`src/gfp_pkg.sv`:
```
`default_nettype none

package gfp_pkg;

	// Port width and register offsets from the port base.
	localparam int unsigned GFP_PINS        = 5;
	localparam logic [11:0] GFP_OFS_DATA    = 12'h000;
	localparam logic [11:0] GFP_OFS_OE      = 12'h004;
	localparam logic [11:0] GFP_OFS_FS1     = 12'h008;
	localparam logic [11:0] GFP_OFS_FS2     = 12'h00C;
	localparam logic [11:0] GFP_OFS_FS3     = 12'h010;
	localparam logic [11:0] GFP_OFS_OD      = 12'h028;
	localparam logic [11:0] GFP_OFS_PU      = 12'h02C;
	localparam logic [11:0] GFP_OFS_PD      = 12'h030;
	localparam logic [11:0] GFP_OFS_IE      = 12'h038;

	// Implemented bits per register and reset values.
	localparam logic [4:0]  GFP_MASK_ALL    = 5'h1F;
	localparam logic [4:0]  GFP_MASK_FS2    = 5'h1C;
	localparam logic [4:0]  GFP_MASK_FS3    = 5'h04;
	localparam logic [4:0]  GFP_REG_RST     = 5'h00;
	localparam logic [4:0]  GFP_BOOT_PIN    = 5'h01;
	localparam logic [26:0] GFP_RD_ZERO     = 27'h0000000;

	// Pin positions of the alternate functions.
	localparam int unsigned GFP_BIT_TMR_IN  = 0;
	localparam int unsigned GFP_BIT_TMR_OUT = 1;
	localparam int unsigned GFP_BIT_ENC_A   = 2;
	localparam int unsigned GFP_BIT_ENC_B   = 3;
	localparam int unsigned GFP_BIT_ENC_Z   = 4;
	localparam int unsigned GFP_BIT_SIO_CLK = 2;
	localparam int unsigned GFP_BIT_SIO_TX  = 3;
	localparam int unsigned GFP_BIT_SIO_RX  = 4;
	localparam int unsigned GFP_BIT_SIO_CTS = 2;

	// Edges after reset release before the boot pin is trusted.
	localparam logic [2:0]  GFP_BOOT_WAIT   = 3'h4;
	localparam logic [2:0]  GFP_CNT_ONE     = 3'h1;

	typedef enum logic [1:0] {
		GFP_BOOT_SYNC = 2'b01,
		GFP_BOOT_RUN  = 2'b10
	} gfp_boot_t;

	typedef struct packed {
		logic [4:0] data;
		logic [4:0] oe;
		logic [4:0] fs1;
		logic [4:0] fs2;
		logic [4:0] fs3;
		logic [4:0] od;
		logic [4:0] pu;
		logic [4:0] pd;
		logic [4:0] ie;
	} gfp_regs_t;

	typedef struct packed {
		logic [4:0] o;
		logic [4:0] oe;
		logic [4:0] pu;
		logic [4:0] pd;
		logic [4:0] ie;
	} gfp_pad_t;

	typedef struct packed {
		logic enc_a;
		logic enc_b;
		logic enc_z;
		logic tmr_in;
		logic sio_rx;
		logic sio_clk;
		logic sio_cts;
	} gfp_periph_in_t;

	typedef struct packed {
		logic tmr_out;
		logic sio_tx;
		logic sio_clk;
		logic sio_clk_oe;
	} gfp_periph_out_t;

	typedef struct packed {
		gfp_regs_t      regs;
		logic [4:0]     s1;
		logic [4:0]     s2;
		logic [4:0]     s3;
		logic [4:0]     filt;
		gfp_pad_t       pad;
		gfp_periph_in_t per;
		logic [31:0]    prdata;
		logic           pready;
		logic           pslverr;
		gfp_boot_t      boot;
		logic [2:0]     cnt;
		logic           done;
		logic           flash;
	} gfp_state_t;

endpackage : gfp_pkg

`default_nettype wire

```
`src/gfp_port.sv`:
```
// Operation
// - Five general purpose pins, 0 to 4, each input or output.
// - Direction is set separately for every pin.
// - While reset is low, pin 0 has input buffer and pull-up enabled.
// - Pin 0 high at reset release selects normal boot from flash.
// - Pin 0 low at reset release selects single boot from boot program.
// - After reset all pins are plain port, every enable off.
// - Data register at offset 0x0, output enable at 0x4.
// - Function select registers at 0x8, 0xC and 0x10.
// - Open-drain, pull-up, pull-down registers at 0x28, 0x2C, 0x30.
// - Input enable at 0x38; gaps between registers are unmapped.
// - Data register bits 4 to 0 read/write, bits 31 to 5 read zero.
// - Output enable bit one turns the pin driver on; upper bits zero.
// - Function one bits 4, 3, 2 route encoder phases Z, B, A.
// - Function one bit 1 drives timer output, bit 0 feeds timer input.
// - Function two bits 4, 3, 2 give serial receive, transmit, clock.
// - Function three has only bit 2: serial clear-to-send on pin 2.
// - Open-drain bit one makes the pin open drain, else push-pull.
// - Input, pull-up and pull-down bits enable their pad features.
//
// The APB interface to the registers was decided locally.
`timescale 1ns/1ps
`default_nettype none

module gfp_port (
	input  wire logic                      pclk,
	input  wire logic                      presetn,
	input  wire logic                      psel,
	input  wire logic                      penable,
	input  wire logic                      pwrite,
	input  wire logic [11:0]               paddr,
	input  wire logic [31:0]               pwdata,
	output var  logic [31:0]               prdata,
	output var  logic                      pready,
	output var  logic                      pslverr,
	input  wire logic [4:0]                pin_i,
	output var  gfp_pkg::gfp_pad_t         pad,
	input  wire gfp_pkg::gfp_periph_out_t  per_from,
	output var  gfp_pkg::gfp_periph_in_t   per_to,
	output var  logic                      boot_done,
	output var  logic                      boot_from_flash
);

	gfp_pkg::gfp_state_t state_q;
	gfp_pkg::gfp_state_t state_d;
	logic [4:0]          alt_en;
	logic [4:0]          alt_val;
	logic [4:0]          alt_oe;
	logic [4:0]          drv_val;
	logic [4:0]          drv_oe;
	logic [4:0]          pad_o_n;
	logic [4:0]          pad_oe_n;
	logic [4:0]          pin_in;
	logic                setup;
	logic                wr_take;
	logic                hit;
	logic [4:0]          rd_val;

	// Alternate output functions per pin; only pins 1, 2 and 3 have one.
	assign alt_en  = {1'b0, state_q.regs.fs2[gfp_pkg::GFP_BIT_SIO_TX], state_q.regs.fs2[gfp_pkg::GFP_BIT_SIO_CLK],
			state_q.regs.fs1[gfp_pkg::GFP_BIT_TMR_OUT], 1'b0};
	assign alt_val = {1'b0, per_from.sio_tx, per_from.sio_clk, per_from.tmr_out, 1'b0};
	assign alt_oe  = {state_q.regs.oe[4], state_q.regs.oe[3], per_from.sio_clk_oe, state_q.regs.oe[1],
			state_q.regs.oe[0]};

	// Conditioned pin level; an input with its buffer off reads as zero.
	assign pin_in = state_q.filt & state_q.regs.ie;

	// Per pin driver: source select, then open-drain or push-pull shaping.
	generate
		for (genvar k = 0; k < gfp_pkg::GFP_PINS; k++)
		begin : g_pin
			assign drv_val[k]  = alt_en[k] ? alt_val[k] : state_q.regs.data[k];
			assign drv_oe[k]   = alt_en[k] ? alt_oe[k] : state_q.regs.oe[k];
			// An open-drain pin only ever drives low and releases for a one.
			assign pad_o_n[k]  = state_q.regs.od[k] ? 1'b0 : drv_val[k];
			assign pad_oe_n[k] = drv_oe[k] & (~state_q.regs.od[k] | ~drv_val[k]);
		end
	endgenerate

	// Bus phase decode: setup prepares the answer, access commits writes.
	assign setup   = psel & ~penable;
	assign wr_take = psel & penable & state_q.pready & pwrite & ~state_q.pslverr;

	// Read mux and address decode; unlisted offsets are errors.
	always_comb
	begin
		hit    = 1'b1;
		rd_val = gfp_pkg::GFP_REG_RST;
		case (paddr)
			gfp_pkg::GFP_OFS_DATA: rd_val = pin_in;
			gfp_pkg::GFP_OFS_OE:   rd_val = state_q.regs.oe;
			gfp_pkg::GFP_OFS_FS1:  rd_val = state_q.regs.fs1;
			gfp_pkg::GFP_OFS_FS2:  rd_val = state_q.regs.fs2;
			gfp_pkg::GFP_OFS_FS3:  rd_val = state_q.regs.fs3;
			gfp_pkg::GFP_OFS_OD:   rd_val = state_q.regs.od;
			gfp_pkg::GFP_OFS_PU:   rd_val = state_q.regs.pu;
			gfp_pkg::GFP_OFS_PD:   rd_val = state_q.regs.pd;
			gfp_pkg::GFP_OFS_IE:   rd_val = state_q.regs.ie;
			default:               hit    = 1'b0;
		endcase
	end

	// Next state of the whole block.
	always_comb
	begin
		state_d = state_q;

		// Three-stage synchroniser; a change counts when stages two and three agree.
		state_d.s1   = pin_i;
		state_d.s2   = state_q.s1;
		state_d.s3   = state_q.s2;
		state_d.filt = ((state_q.s2 ~^ state_q.s3) & state_q.s2) | ((state_q.s2 ^ state_q.s3) & state_q.filt);

		// Bus answer is ready in the first access cycle, so no wait states.
		state_d.pready  = setup;
		state_d.pslverr = setup & ~hit;
		state_d.prdata  = '0;
		if (setup && !pwrite && hit)
		begin
			state_d.prdata = {gfp_pkg::GFP_RD_ZERO, rd_val};
		end

		// Register writes; unimplemented bits are never stored so they read zero.
		if (wr_take)
		begin
			case (paddr)
				gfp_pkg::GFP_OFS_DATA: state_d.regs.data = pwdata[4:0] & gfp_pkg::GFP_MASK_ALL;
				gfp_pkg::GFP_OFS_OE:   state_d.regs.oe   = pwdata[4:0] & gfp_pkg::GFP_MASK_ALL;
				gfp_pkg::GFP_OFS_FS1:  state_d.regs.fs1  = pwdata[4:0] & gfp_pkg::GFP_MASK_ALL;
				gfp_pkg::GFP_OFS_FS2:  state_d.regs.fs2  = pwdata[4:0] & gfp_pkg::GFP_MASK_FS2;
				gfp_pkg::GFP_OFS_FS3:  state_d.regs.fs3  = pwdata[4:0] & gfp_pkg::GFP_MASK_FS3;
				gfp_pkg::GFP_OFS_OD:   state_d.regs.od   = pwdata[4:0] & gfp_pkg::GFP_MASK_ALL;
				gfp_pkg::GFP_OFS_PU:   state_d.regs.pu   = pwdata[4:0] & gfp_pkg::GFP_MASK_ALL;
				gfp_pkg::GFP_OFS_PD:   state_d.regs.pd   = pwdata[4:0] & gfp_pkg::GFP_MASK_ALL;
				gfp_pkg::GFP_OFS_IE:   state_d.regs.ie   = pwdata[4:0] & gfp_pkg::GFP_MASK_ALL;
				default:               state_d.regs      = state_q.regs;
			endcase
		end

		// Pad controls follow the registers once the boot pin has been read.
		state_d.pad.o  = pad_o_n;
		state_d.pad.oe = pad_oe_n;
		state_d.pad.pu = state_q.regs.pu;
		state_d.pad.pd = state_q.regs.pd;
		state_d.pad.ie = state_q.regs.ie;

		// Peripheral inputs see the conditioned pin only while selected.
		state_d.per.tmr_in  = state_q.regs.fs1[gfp_pkg::GFP_BIT_TMR_IN] & pin_in[gfp_pkg::GFP_BIT_TMR_IN];
		state_d.per.enc_a   = state_q.regs.fs1[gfp_pkg::GFP_BIT_ENC_A] & pin_in[gfp_pkg::GFP_BIT_ENC_A];
		state_d.per.enc_b   = state_q.regs.fs1[gfp_pkg::GFP_BIT_ENC_B] & pin_in[gfp_pkg::GFP_BIT_ENC_B];
		state_d.per.enc_z   = state_q.regs.fs1[gfp_pkg::GFP_BIT_ENC_Z] & pin_in[gfp_pkg::GFP_BIT_ENC_Z];
		state_d.per.sio_rx  = state_q.regs.fs2[gfp_pkg::GFP_BIT_SIO_RX] & pin_in[gfp_pkg::GFP_BIT_SIO_RX];
		state_d.per.sio_clk = state_q.regs.fs2[gfp_pkg::GFP_BIT_SIO_CLK] & pin_in[gfp_pkg::GFP_BIT_SIO_CLK];
		state_d.per.sio_cts = state_q.regs.fs3[gfp_pkg::GFP_BIT_SIO_CTS] & pin_in[gfp_pkg::GFP_BIT_SIO_CTS];

		// The boot pin keeps its pull-up and buffer until the synchroniser is full.
		// The raw pin is never sampled directly, which costs five cycles after release.
		unique case (state_q.boot)
			gfp_pkg::GFP_BOOT_SYNC:
			begin
				state_d.pad.pu = state_q.regs.pu | gfp_pkg::GFP_BOOT_PIN;
				state_d.pad.ie = state_q.regs.ie | gfp_pkg::GFP_BOOT_PIN;
				state_d.cnt    = state_q.cnt + gfp_pkg::GFP_CNT_ONE;
				if (state_q.cnt == gfp_pkg::GFP_BOOT_WAIT)
				begin
					state_d.flash = state_q.filt[0];
					// Forcing ends with the capture, so the pads match the registers once boot_done is seen.
					state_d.pad.pu = state_q.regs.pu;
					state_d.pad.ie = state_q.regs.ie;
					state_d.done  = 1'b1;
					state_d.boot  = gfp_pkg::GFP_BOOT_RUN;
				end
			end
			gfp_pkg::GFP_BOOT_RUN:
			begin
				state_d.cnt = state_q.cnt;
			end
			default:
			begin
				state_d.boot = gfp_pkg::GFP_BOOT_SYNC;
			end
		endcase
	end

	// State register; reset holds only the boot pin's pull-up and buffer on.
	always_ff @(posedge pclk or negedge presetn)
	begin
		if (!presetn)
		begin
			state_q        <= '0;
			state_q.pad.pu <= gfp_pkg::GFP_BOOT_PIN;
			state_q.pad.ie <= gfp_pkg::GFP_BOOT_PIN;
			state_q.boot   <= gfp_pkg::GFP_BOOT_SYNC;
		end
		else
		begin
			state_q <= state_d;
		end
	end

	// Every output is a flip-flop of the state.
	assign prdata          = state_q.prdata;
	assign pready          = state_q.pready;
	assign pslverr         = state_q.pslverr;
	assign pad             = state_q.pad;
	assign per_to          = state_q.per;
	assign boot_done       = state_q.done;
	assign boot_from_flash = state_q.flash;
endmodule : gfp_port

`default_nettype wire

```
`config.mk`:
```
export PLATFORM = sky130hd
export DESIGN_NAME = gfp_port
export DESIGN_NICKNAME = d
export VERILOG_FILES = /design/src/gfp_pkg.sv /design/src/gfp_port.sv
export SDC_FILE = /design/constraint.sdc
export NUM_CORES = 1
export LEC_CHECK = 0
export BUFFER_PORTS_ARGS = -buffer_cell sky130_fd_sc_hd__buf_2
export CAP_MARGIN = 0
export CORE_MARGIN = 2
export CORE_UTILIZATION = 38
export DETAILED_ROUTE_END_ITERATION = 16
export PLACE_DENSITY = 0.6
export SYNTH_ARGS = -nofsm -noshare
export SYNTH_HDL_FRONTEND = slang
export SYNTH_SLANG_ARGS = --single-unit
```
`constraint.sdc`:
```
create_clock -name pclk -period 4.5 [get_ports pclk]
set_clock_uncertainty 0.2 [all_clocks]
set_input_delay 0.225 -clock pclk [delete_from_list [all_inputs] [get_ports pclk]]
set_output_delay 0.225 -clock pclk [all_outputs]
set_load 0.05 [all_outputs]
```
Yosys cells after proc, flatten, opt, wreduce, memory -nomap -nowiden
Index checks and enable logic that the tools add are counted.
Storage, ports and cells
  register bits: 132
  input port bits: 58
  output and inout bits: 68
  logic and storage cells: 122
Cells by class
  add/subtract/negate cells: 1
  equality and inequality tests: 12
  muxes and demuxes: 18
  bitwise operators: 43
  reductions and logical operators: 16
Operator list (count)
  $eq A12 B6 Y1 const B: 4
  $pmux W5 S9: 1
  $eq A12 B4 Y1 const B: 2
  $reduce_and A2 Y1: 11
  $and A1 B1 Y1: 18
  $and A5 B5 Y5: 3
  $mux W1: 14
  $not A1 Y1: 14
  $eq A12 B3 Y1 const B: 1
  $eq A12 B5 Y1 const B: 1
  $logic_not A12 Y1: 1
  $reduce_or A9 Y1: 1
  $mux W5: 1
  $or A1 B1 Y1: 5
  $or A5 B5 Y5: 1
  $xnor A5 B5 Y5: 1
  $xor A5 B5 Y5: 1
  $pmux W2 S2: 1
  $add A3 B1 Y3 const B: 1
  $eq A3 B3 Y1 const B: 1
  $eq A2 B1 Y1 const B: 1
  $eq A2 B2 Y1 const B: 1
  $logic_and A1 B1 Y1: 2
  $mux W2: 1
  2 further kinds: 2

Depth between registers and ports, before layout
Gate-level depths: netlist of run 1.
  depth in word-level cells: 5
  depth in mapped cells: 6

Worst setup path after synthesis of run 1
No wires, ideal clock.
  kind: flip-flop to flip-flop
  start point: register state_q (netlist bit pready)
  end point: register state_q (netlist bit alt_oe[0])
  arrival time: 1807 ps
  required time: 4175 ps
  setup slack: 2368 ps
  stages on the path, launching flop included: 5
  path through: dfrtp_1 -> and4b_1 -> nand4_4 -> nor2_1 -> mux2_2
Between the ends
  cells in the longest elaborated chain, start to end: 4
Ends and longest elaborated chain
  from (decl): line gfp_port.sv:44  | gfp_pkg::gfp_state_t state_q;
  from (signal assigned): line gfp_port.sv:198  | state_q <= state_d;
  $and A1 B1 Y1 (3 in a row): line gfp_port.sv:83  | assign wr_take = psel & penable & state_q.pready & pwrite & ~state_q.pslverr;
  $reduce_and A2 Y1 (no line)
No other way between the ends.
A chain may end at the register's enable or synchronous reset.

Worst setup path in the final report of run 1
  start point: input port psel
  end point: register state_q[112] in the netlist's numbering
Between the ends
  cells in the longest elaborated chain, start to end: 5
Ends and longest elaborated chain
  from (decl): line gfp_port.sv:28  | input wire logic psel,
  $and A1 B1 Y1 (4 in a row): line gfp_port.sv:83
  $reduce_and A2 Y1 (no line)
No other way between the ends.

==> results of run 1 <==
-- flip-flops by register name, indices dropped and copies added, names as in the netlist --
name,cells
state_q,40
pad,25
boot_done,1
pready,1
pslverr,1
prdata,5
drv_val,2
state_d,15
alt_oe,4
per_to,7
alt_en,3
boot_from_flash,1
-- placed cells by master (no fill, tap or decap), drive strengths merged, types with 3 or more instances in the layout --
cell type	n
dfrtp	102
a31oi	4
dfstp	3
nor2	11
nand4	7
nor3	4
conb	27
o21ai	3
ha	7
mux2	42
nand2b	5
o21a	3
a21o	5
and3	8
nor2b	9
nor4	5
nand3	7
a21boi	3
mux2i	9
a21oi	3
nand2	11
dlygate4sd3	12
inv	10
clkbuf	12
buf	72
-- routing by layer --
layer / routed length [µm] / vias to the layer above
met5: 13 / -
met2: 3920 / 94
li1: - / 1256
met3: 503 / 18
met4: 196 / 2
met1: 4260 / 1309
-- metrics by stage --
stage | total power [mW] | utilization [%] | hold WS [ns] | worst slack [ns] | cell area [µm²]
finish | 1.84 | 43.2 | 0.0184 | 2.16 | 5170
global route | 1.93 | 43.2 | 0.0102 | 2.10 | 5170
CTS | 1.86 | 43.2 | 0.00556 | 2.17 | 5170
detailed placement | 1.12 | 39.9 | 0.134 | 2.06 | 4770
global placement | 1.11 | 39.9 | 0.117 | 2.10 | 4770
floorplan | 1.09 | - | -0.271 | 2.37 | 4720
-- final cells by class --
cell class,count,share of cell area [%]
Sequential cell,105,50.9
Multi-Input combinational cell,198,30.1
Timing Repair Buffer,84,9.39
Clock buffer,12,4.96
Tap cell,147,3.56
Inverter,9,0.653
Clock inverter,3,0.484
-- power groups by stage --
stage	Sequential [mW]	Clock, mW	Combinational, mW
2_1_floorplan	0.988	0	0.0974
3_3_place_gp	0.984	0	0.131
3_5_place_dp	0.984	0	0.133
4_1_cts	0.966	0.756	0.141
5_1_grt	0.967	0.808	0.153
6_report	0.966	0.739	0.140
-- cell families (layout without fill, tap and decap cells) --
logic type,count (synthesis),after routing
DFF,105,105
buffers and inverters,78,108
and+or+nand+nor,75,75
other,1,27
adders and majority gates,7,7
xor gates and xnor gates,2,2
muxes,51,51
AOI/OAI and AO/OA,36,36
-- Yosys cell counts, types with 2 or more instances --
library cell    n
xnor2_1         2
nor3_2          2
nand4_1         6
nand2_1        11
mux2i_1         9
buf_4          64
nand3_1         7
a21o_1          5
buf_2           3
a21oi_1         3
ha_1            7
dfstp_2         3
a22o_1          2
a21boi_0        3
nor4_4          3
and3_1          8
dfrtp_1       102
nor2_1         11
a22oi_1         2
o21ai_0         3
inv_1           9
o21a_1          3
nor2b_1         9
nand2b_1        5
a31oi_1         4
mux2_2         42
or3_1           2
-- path summary, 6_finish.rpt --
kind / endpoint / slack (ns) / cells past startpoint
worst max register to register: state_q[112]$_DFFE_PN0P_ / 2.26 / 4
worst min register to register: state_d[80]$_DFF_PN0_ / 0.15 / 0
min in group asynchronous: boot_done$_DFFE_PN0P_ / 0.27 / 2
worst max-delay path: state_q[112]$_DFFE_PN0P_ / 2.16 / 6
max in group asynchronous: state_q[122]$_DFFE_PN0P_ / 2.73 / 3
worst min-delay path: state_d[53]$_DFFE_PN0P_ / 0.02 / 2
-- timing repair --
| action | CTS | global route |
|---|---|---|
| hold buffers | 12 | 0 |
| gates resized for setup | 0 | 0 |
| endpoints found under the hold margin | 66 | 0 |
-- worst register-to-register path, stage by stage, from the launching register on --
cell and delay, ns:
dfrtp_1 0.37, and4b_1 0.29, nand4_4 0.24, nor3_2 0.62, mux2_2 0.41
==> flow_metrics.tcl, run 1 <==
set metrics [dict create \
    placedCellCount 531 \
    io_pins 126 \
    fin_nets 472 \
    synth_top_family_by_area "multiplexers" \
    netlist_instances 355 \
    grt_max_degree 58 \
    fp.dieArea_um2 13100 \
    ys_async_sr_fraction_pct 100 \
    synth_warnings 0 \
    routed_wl_um 8890 \
    row_count 40 \
    yosys.area_share.xor_xnor_pct 0.379 \
    share_seq_of_total_power_pct 52.4 \
    switching_share_pct 24.4 \
    synth_edf_count 0 \
    cts_setup_buffers 0 \
    met1_usage_pct 20.1 \
    critical_path_arrival_ns 2.37 \
    power.internal_mw 1.39 \
    peakVddDrop_uv 177 \
    outcome "complete, no violations" \
    cts.path.max_buffers 2 \
    cts_tree "yes" \
    initial_core_util_pct 38.7 \
    floorplan.core_area_um2 12000 \
    netlist.area_leader.share_pct 55.2 \
    area_delta_synth_final_pct 11.8 \
    fillerInstances 1110 \
    drc 0 \
    numPortBuffers 71 \
    path_delay_family "simple AND/OR/NAND/NOR gates" \
    power_frac_clock_pct 40.0 \
    clkTransAtPathRegs_ns 0.07 \
    synth_simple_gate_area_share_pct 11.1 \
    clockRootBuffer "clkbuf_16" \
    path_cells "dlygate4sd3_1 -> buf_2 -> and4b_1 -> nand4_4 -> nor3_2 -> mux2_2" \
    min-delay-start "pwdata[0]" \
    synth_cell_type_count 52 \
    critical-path-max-stage-delay_ns 0.62 \
    detail_route.vias_per_cell 4.80 \
    wire_per_inst_um 15.9 \
    synth_seq_cells 105 \
    htreeDepth 3 \
    p_per_area_nw_per_um2 357 \
    cp_data_required_time_ns 4.53 \
    gr-max-usage-layer "met2" \
    yosys-top-cells-area "dfrtp_1 55%, buf_4 10%, mux2_2 10%, mux2i_1 1.9%, ha_1 1.9%" \
    avgSynthCellArea_um2 13.0 \
    dr.pass1.iters 4 \
    synth_ff_type "dfrtp_1" \
    synth.yosys.seq_area_share_pct 56.9 \
    path_class "input pin to flop" \
    floorplan.die.width_um 114 \
    startpoint_type "input pin" \
    drive_gt1_share_pct 34.8 \
    slew_headroom_pct 49.3 \
    fmax_mhz 427 \
    path_max_fanout 9 \
    grtUsageMet3_pct 3.86 \
    p_switching_mw 0.450 \
    synth_compound_area_share_pct 5.84 \
    yosys.area_share.adder_pct 1.89 \
    gp_congestion 0.835 \
    clk_latency_ns 0.34 \
    finalNonFillerCells 558 \
    setup_viol 0 \
    grt.total_usage_pct 14.5 \
    die_height_um 114 \
    detail-route-antenna-nets 0 \
    num_vias 2679 \
    synthMuxAreaShare_pct 12.2 \
    slew_violations 0 \
    layout.area.seq_um2 2630 \
    cp_num_buf_inv 2 \
    multi_input_area_um2 1550 \
    crit_start "psel" \
    clkSinkCount 105 \
    grt_overflow_total 0 \
    drt_iter0_drc 141 \
    fin_setup_tns_ns 0 \
    grt_pass1_wl_um 14300 \
    syn_area_um2 4620 \
    diodes 0 \
    use_met2_pct 21.8 \
    post-route-period-util_pct 52.0 \
    layout_min_cycle_time_ns 2.34 \
    hold_violations 0 \
    tightestPinTransition_ns 0.758 \
    antenna_found_initial 1 \
    synth_top_area_cell "dfrtp_1" \
    cap_violations 0 \
    end_kind "flop" \
    power_frac_comb_pct 7.6 \
    min_path_type "input pin to flop" \
    r2r-start "pslverr$_DFF_PN0_" \
    leakagePower_nw 2.61 \
    cts_made_buffers 9 \
    dp_hpwl_um 6200 \
    grt_pass1_vias 2657 \
    critical_path.slowest_cell "nor3_2" \
    rsz0062_at_grt "false" \
]
(Power assumes the default switching activity.)
==> inputs of run 2 (changes only) <==
PLACE_DENSITY = 0.62   (was 0.6)
clock period = 1.9 ns   (was 4.5 ns; I/O delays follow)
==> run 2 against run 1 <==
- the run now ends with negative setup slack left
- largest cell class unchanged
- critical path depth is 1 lower
- non-clock buffer count is 46 higher
- cell count is 8.6% higher
- core utilization is 4.4 points higher
==> flow_metrics.tcl, run 2 (synthesized netlist as in run 1, its figures left out) <==
set metrics [dict create \
    outcome "finished, violations left" \
    violations "negative setup slack" \
    power_frac_comb_pct 8.6 \
    htreeDepth 3 \
    cp_data_required_time_ns 1.94 \
    antenna_found_initial 0 \
    fp.dieArea_um2 13100 \
    routed_wl_um 9750 \
    num_vias 2944 \
    layout.area.seq_um2 2630 \
    tightestPinTransition_ns 0.566 \
    layout_min_cycle_time_ns 1.94 \
    slew_violations 0 \
    gp_congestion 0.894 \
    slew_headroom_pct 62.1 \
    dp_hpwl_um 6850 \
    fillerInstances 1047 \
    clockRootBuffer "clkbuf_16" \
    floorplan.core_area_um2 12000 \
    path_max_fanout 4 \
    clkTransAtPathRegs_ns 0.07 \
    dr.pass1.iters 4 \
    grt_pass1_wl_um 15600 \
    power_frac_clock_pct 40.0 \
    diodes 0 \
    cts_setup_buffers 0 \
    grt.total_usage_pct 15.9 \
    leakagePower_nw 2.89 \
    grt_max_degree 68 \
    grt_overflow_total 0 \
    share_seq_of_total_power_pct 51.4 \
    detail-route-antenna-nets 0 \
    drc 0 \
    switching_share_pct 24.2 \
    multi_input_area_um2 1680 \
    cap_violations 0 \
    min_path_type "input pin to flop" \
    clkSinkCount 105 \
    whs_path_depth 3 \
    row_count 40 \
    floorplan.die.width_um 114 \
    path_class "flop to flop" \
    rsz0062_at_grt "true" \
    place_ws_ns -0.118 \
    fin_nets 519 \
    startpoint_type "flop" \
    holdWs_ns 0.0746 \
    reg2reg_to "state_q[130]$_DFFE_PN0P_" \
    end_kind "flop" \
    layout_common_cells "100 x dfrtp_1, 70 x buf_2, 38 x buf_4" \
    wire_per_inst_um 16.1 \
    p_switching_mw 1.08 \
    hold_violations 0 \
    detail_route.vias_per_cell 4.86 \
    initial_core_util_pct 38.7 \
    area_delta_synth_final_pct 23.1 \
    worstHoldEndpoint "state_q[115]$_DFFE_PN0P_" \
    cts_made_buffers 9 \
    largest_register_ffs 40 \
    peakVddDrop_uv 357 \
    post-route-period-util_pct 102 \
    fmax_mhz 514 \
    critical_path_arrival_ns 1.98 \
    drive_gt1_share_pct 41.6 \
    cts_tree "yes" \
    setup_ws_ns -0.0440 \
    fin_setup_tns_ns -0.723 \
    worst-r2r-setup-slack_ns -0.04 \
    drt_iter0_drc 137 \
    layout_commonest_cell "dfrtp_1" \
    io_pins 126 \
    grt_pass1_vias 2964 \
    rr_worst_depth 5 \
    power.internal_mw 3.38 \
    die_height_um 114 \
    cts.path.max_buffers 2 \
    top_register "state_q" \
    numPortBuffers 71 \
    min-delay-start "paddr[5]" \
    clk_latency_ns 0.35 \
    setup_viol 28 \
    r2r-start "pslverr$_DFF_PN0_" \
    p_per_area_nw_per_um2 783 \
]
## run 2: cell count changes in the layout (fill, tap and decap cells not counted), sizes merged
cell	delta
nand4	+1
clkinvlp	+1
buf	+39
clkbuf	+1
inv	-1
dlygate4sd3	+7
## run 2: worst max-delay path by stage
stage / start / to / slack (ns) / depth (start not counted)
finish: pslverr$_DFF_PN0_ / state_q[130]$_DFFE_PN0P_ / -0.04 / 5
global route: pslverr$_DFF_PN0_ / state_q[135]$_DFFE_PN0P_ / -0.13 / 5
CTS: pslverr$_DFF_PN0_ / state_q[136]$_DFFE_PN0P_ / -0.05 / 5
detailed placement: pslverr$_DFF_PN0_ / state_q[122]$_DFFE_PN0P_ / -0.12 / 5
global placement: pslverr$_DFF_PN0_ / state_q[122]$_DFFE_PN0P_ / -0.12 / 5
floorplan: pslverr$_DFF_PN0_ / state_q[108]$_DFFE_PN0P_ / -0.15 / 4
## run 2: layout make-up
type | count | area share (%)
multi-input combinational | 199 | 29.5
clock buffer | 13 | 4.75
sequential | 105 | 46.3
clock inverter | 3 | 0.418
inverter | 9 | 0.594
timing repair buffer | 130 | 15.3
tap | 147 | 3.23
## run 2: timing repair
action | in CTS | in global routing
gates cloned | 1 | 0
hold buffers | 19 | 0
gates resized for setup | 18 | 8
setup endpoints to repair | 39 | 39
endpoints found under the hold margin | 154 | 0
pin swaps | 1 | 0
## run 2: critical path, cell delays in order (launching register included)
cell	delay (ns)
dfrtp_2	0.39
and4b_2	0.33
nand4_2	0.21
nor2_2	0.20
buf_4	0.17
mux2_2	0.33
## run 2: per-layer routing
| layer | track usage [%] | part of all wire, % | vias to the layer above | wire [µm] |
|---|---|---|---|---|
| met5 | 0 | 0 | - | 0 |
| li1 | - | - | 1349 | - |
| met3 | 3.92 | 5.2 | 18 | 508 |
| met2 | 23.9 | 45 | 90 | 4400 |
| met1 | 22.0 | 47 | 1487 | 4600 |
| met4 | 6.99 | 2.4 | 0 | 237 |
## run 2: power by group through the flow
stage / combinational, mW / clock (mW) / sequential, mW
after floorplan: 0.231 / 0 / 2.34
after global placement: 0.348 / 0 / 2.33
after detailed placement: 0.351 / 0 / 2.33
after CTS: 0.386 / 1.84 / 2.29
after global routing: 0.419 / 1.95 / 2.29
final: 0.385 / 1.78 / 2.29
## run 2: per-stage QoR
step,total power [mW],util (%),std cells,cell area [µm²]
after floorplan,2.57,-,381,4740
after global placement,2.68,42.6,570,5100
after detailed placement,2.68,42.6,570,5100
after CTS,4.51,47.3,606,5660
after global routing,4.67,47.6,606,5690
final,4.46,47.6,606,5690
==> inputs of run 3 (changes only) <==
CORE_UTILIZATION = 25   (was 38)
PLACE_DENSITY = default   (was 0.62)
PLACE_DENSITY_LB_ADDON = 0.08   (was default)
==> run 3 against run 2 <==
- the run ends with design-rule violations, negative hold slack, negative setup slack left
- clock power is 3% higher
- hold slack worse by 0.076 ns
- sequential cell count unchanged
- non-clock buffer count up 10
==> flow_metrics.tcl, run 3 (synthesized netlist as in run 1, its figures left out) <==
set metrics [dict create \
    outcome "finished, violations left" \
    violations "design-rule violations, negative hold slack, negative setup slack" \
    reg2reg_to "state_d[53]$_DFFE_PN0P_" \
    gp_congestion 0.785 \
    setup_viol 38 \
    path_cells "and4b_2 -> buf_12 -> nand4_4 -> nor3_4 -> buf_4 -> mux2_2" \
    fmax_mhz 494 \
    num_vias 2937 \
    clkTransAtPathRegs_ns 0.07 \
    detail_route.vias_per_cell 4.21 \
    detail-route-antenna-nets 0 \
    numPortBuffers 71 \
    diodes 0 \
    layout_commonest_cell "dfrtp_1" \
    drt_iter0_drc 167 \
    whs_path_depth 3 \
    setup_ws_ns -0.124 \
    fin_area_um2 5980 \
    htreeDepth 3 \
    die_height_um 140 \
    cts_tree "yes" \
    grt_max_degree 37 \
    dr.pass1.iters 13 \
    critical_path.slowest_cell "dfrtp_2" \
    row_count 49 \
    placedCellCount 658 \
    place_area_um2 5280 \
    layout_min_cycle_time_ns 2.02 \
    cp_num_buf_inv 2 \
    cts.path.max_buffers 2 \
    area_delta_synth_final_pct 29.3 \
    largest_register_ffs 40 \
    grt_pass1_vias 3077 \
    startpoint_type "flop" \
    fin_setup_tns_ns -2.34 \
    grt.total_usage_pct 12.4 \
    place_ws_ns -0.178 \
    end_kind "flop" \
    p_per_area_nw_per_um2 759 \
    fp.dieArea_um2 19600 \
    holdWs_ns -0.00168 \
    cp_data_required_time_ns 1.93 \
    clockRootBuffer "clkbuf_16" \
    io_pins 126 \
    antenna_found_initial 0 \
    floorplan.core_area_um2 18100 \
    worst-r2r-setup-slack_ns -0.12 \
    peakVddDrop_uv 386 \
    r2r-start "pslverr$_DFF_PN0_" \
    grt_overflow_total 0 \
    leakagePower_nw 2.97 \
    path_delay_family "simple AND/OR/NAND/NOR gates" \
    worstHoldEndpoint "prdata[1]$_DFF_PN0_" \
    clk_latency_ns 0.34 \
    floorplan.die.width_um 140 \
    rsz0062_at_grt "true" \
    cap_violations 0 \
    drc 14 \
    cts_made_buffers 9 \
    slew_violations 0 \
    hold_violations 1 \
    critical-path-max-stage-delay_ns 0.40 \
    drive_gt1_share_pct 41.8 \
    fin_nets 529 \
    min_path_type "input pin to flop" \
    utilization_pct 33.1 \
    wire_per_inst_um 16.4 \
    min-delay-start "paddr[5]" \
    rr_worst_depth 6 \
    layout_common_cells "100 x dfrtp_1, 70 x buf_2, 37 x buf_4" \
    dp_hpwl_um 8290 \
    post-route-period-util_pct 107 \
    routed_wl_um 11500 \
    initial_core_util_pct 25.6 \
    path_max_fanout 4 \
    power_mw 4.54 \
    path_class "flop to flop" \
    critical_path_arrival_ns 2.05 \
    finalNonFillerCells 698 \
    top_register "state_q" \
    grt_pass1_wl_um 18200 \
    clkSinkCount 105 \
]
==> run 3: changes by cell type in the layout (fill, tap and decap cells not counted), moves of 3 or more <==
cell    change
mux2_2      -8
mux2_4      +8
buf_6       +5
buf_12      +4
nor2_2      -3
nor2_4      +3
==> run 3: worst max path at each step <==
| stage | from | to | slack [ns] | depth (start not counted) |
|---|---|---|---|---|
| after floorplan | pslverr$_DFF_PN0_ | state_q[108]$_DFFE_PN0P_ | -0.15 | 4 |
| after global placement | pslverr$_DFF_PN0_ | state_q[122]$_DFFE_PN0P_ | -0.19 | 5 |
| after detailed placement | pslverr$_DFF_PN0_ | state_q[122]$_DFFE_PN0P_ | -0.18 | 5 |
| after CTS | pslverr$_DFF_PN0_ | alt_en[1]$_DFFE_PN0P_ | -0.12 | 5 |
| after global routing | pslverr$_DFF_PN0_ | state_d[53]$_DFFE_PN0P_ | -0.17 | 6 |
| final | pslverr$_DFF_PN0_ | state_d[53]$_DFFE_PN0P_ | -0.12 | 6 |
==> run 3: layout make-up <==
cell class                      count  area [µm²]
Clock buffer                       13         250
Clock inverter                      3        40.0
Fill cell                        1828       12100
Inverter                            9        33.8
Multi-Input combinational cell    199        1720
Sequential cell                   105        2630
Tap cell                          229         287
Timing Repair Buffer              140        1020
==> run 3: tightest hold or removal path: cells and delay by family <==
kind / cells / cell delay, ns
AO/OA/AOI/OAI: 1 / 0.10
buffers and inverters: 1 / 0.19
AND/OR/NAND/NOR: 1 / 0.12
==> run 3: routing by layer <==
layer	track usage (%)	part of all wire [%]
met4	5.05	1.9
met3	2.70	4.7
met1	17.2	49
met2	18.8	45
met5	0	0
==> run 3: where the power goes <==
group          internal [mW]  total (mW)  switching [mW]
sequential              2.27        2.29          0.0223
combinational          0.130       0.416           0.286
clock                   1.06        1.83           0.778
total                   3.45        4.54            1.09
==> run 3: what timing repair did <==
| item | CTS | global route |
|---|---|---|
| endpoints found under the hold margin | 155 | 0 |
| gates resized for setup | 17 | 24 |
| gates cloned | 1 | 0 |
| endpoints found under the setup margin | 39 | 39 |
| pin swaps | 1 | 2 |
| hold buffers | 21 | 0 |
| setup buffers | 0 | 2 |
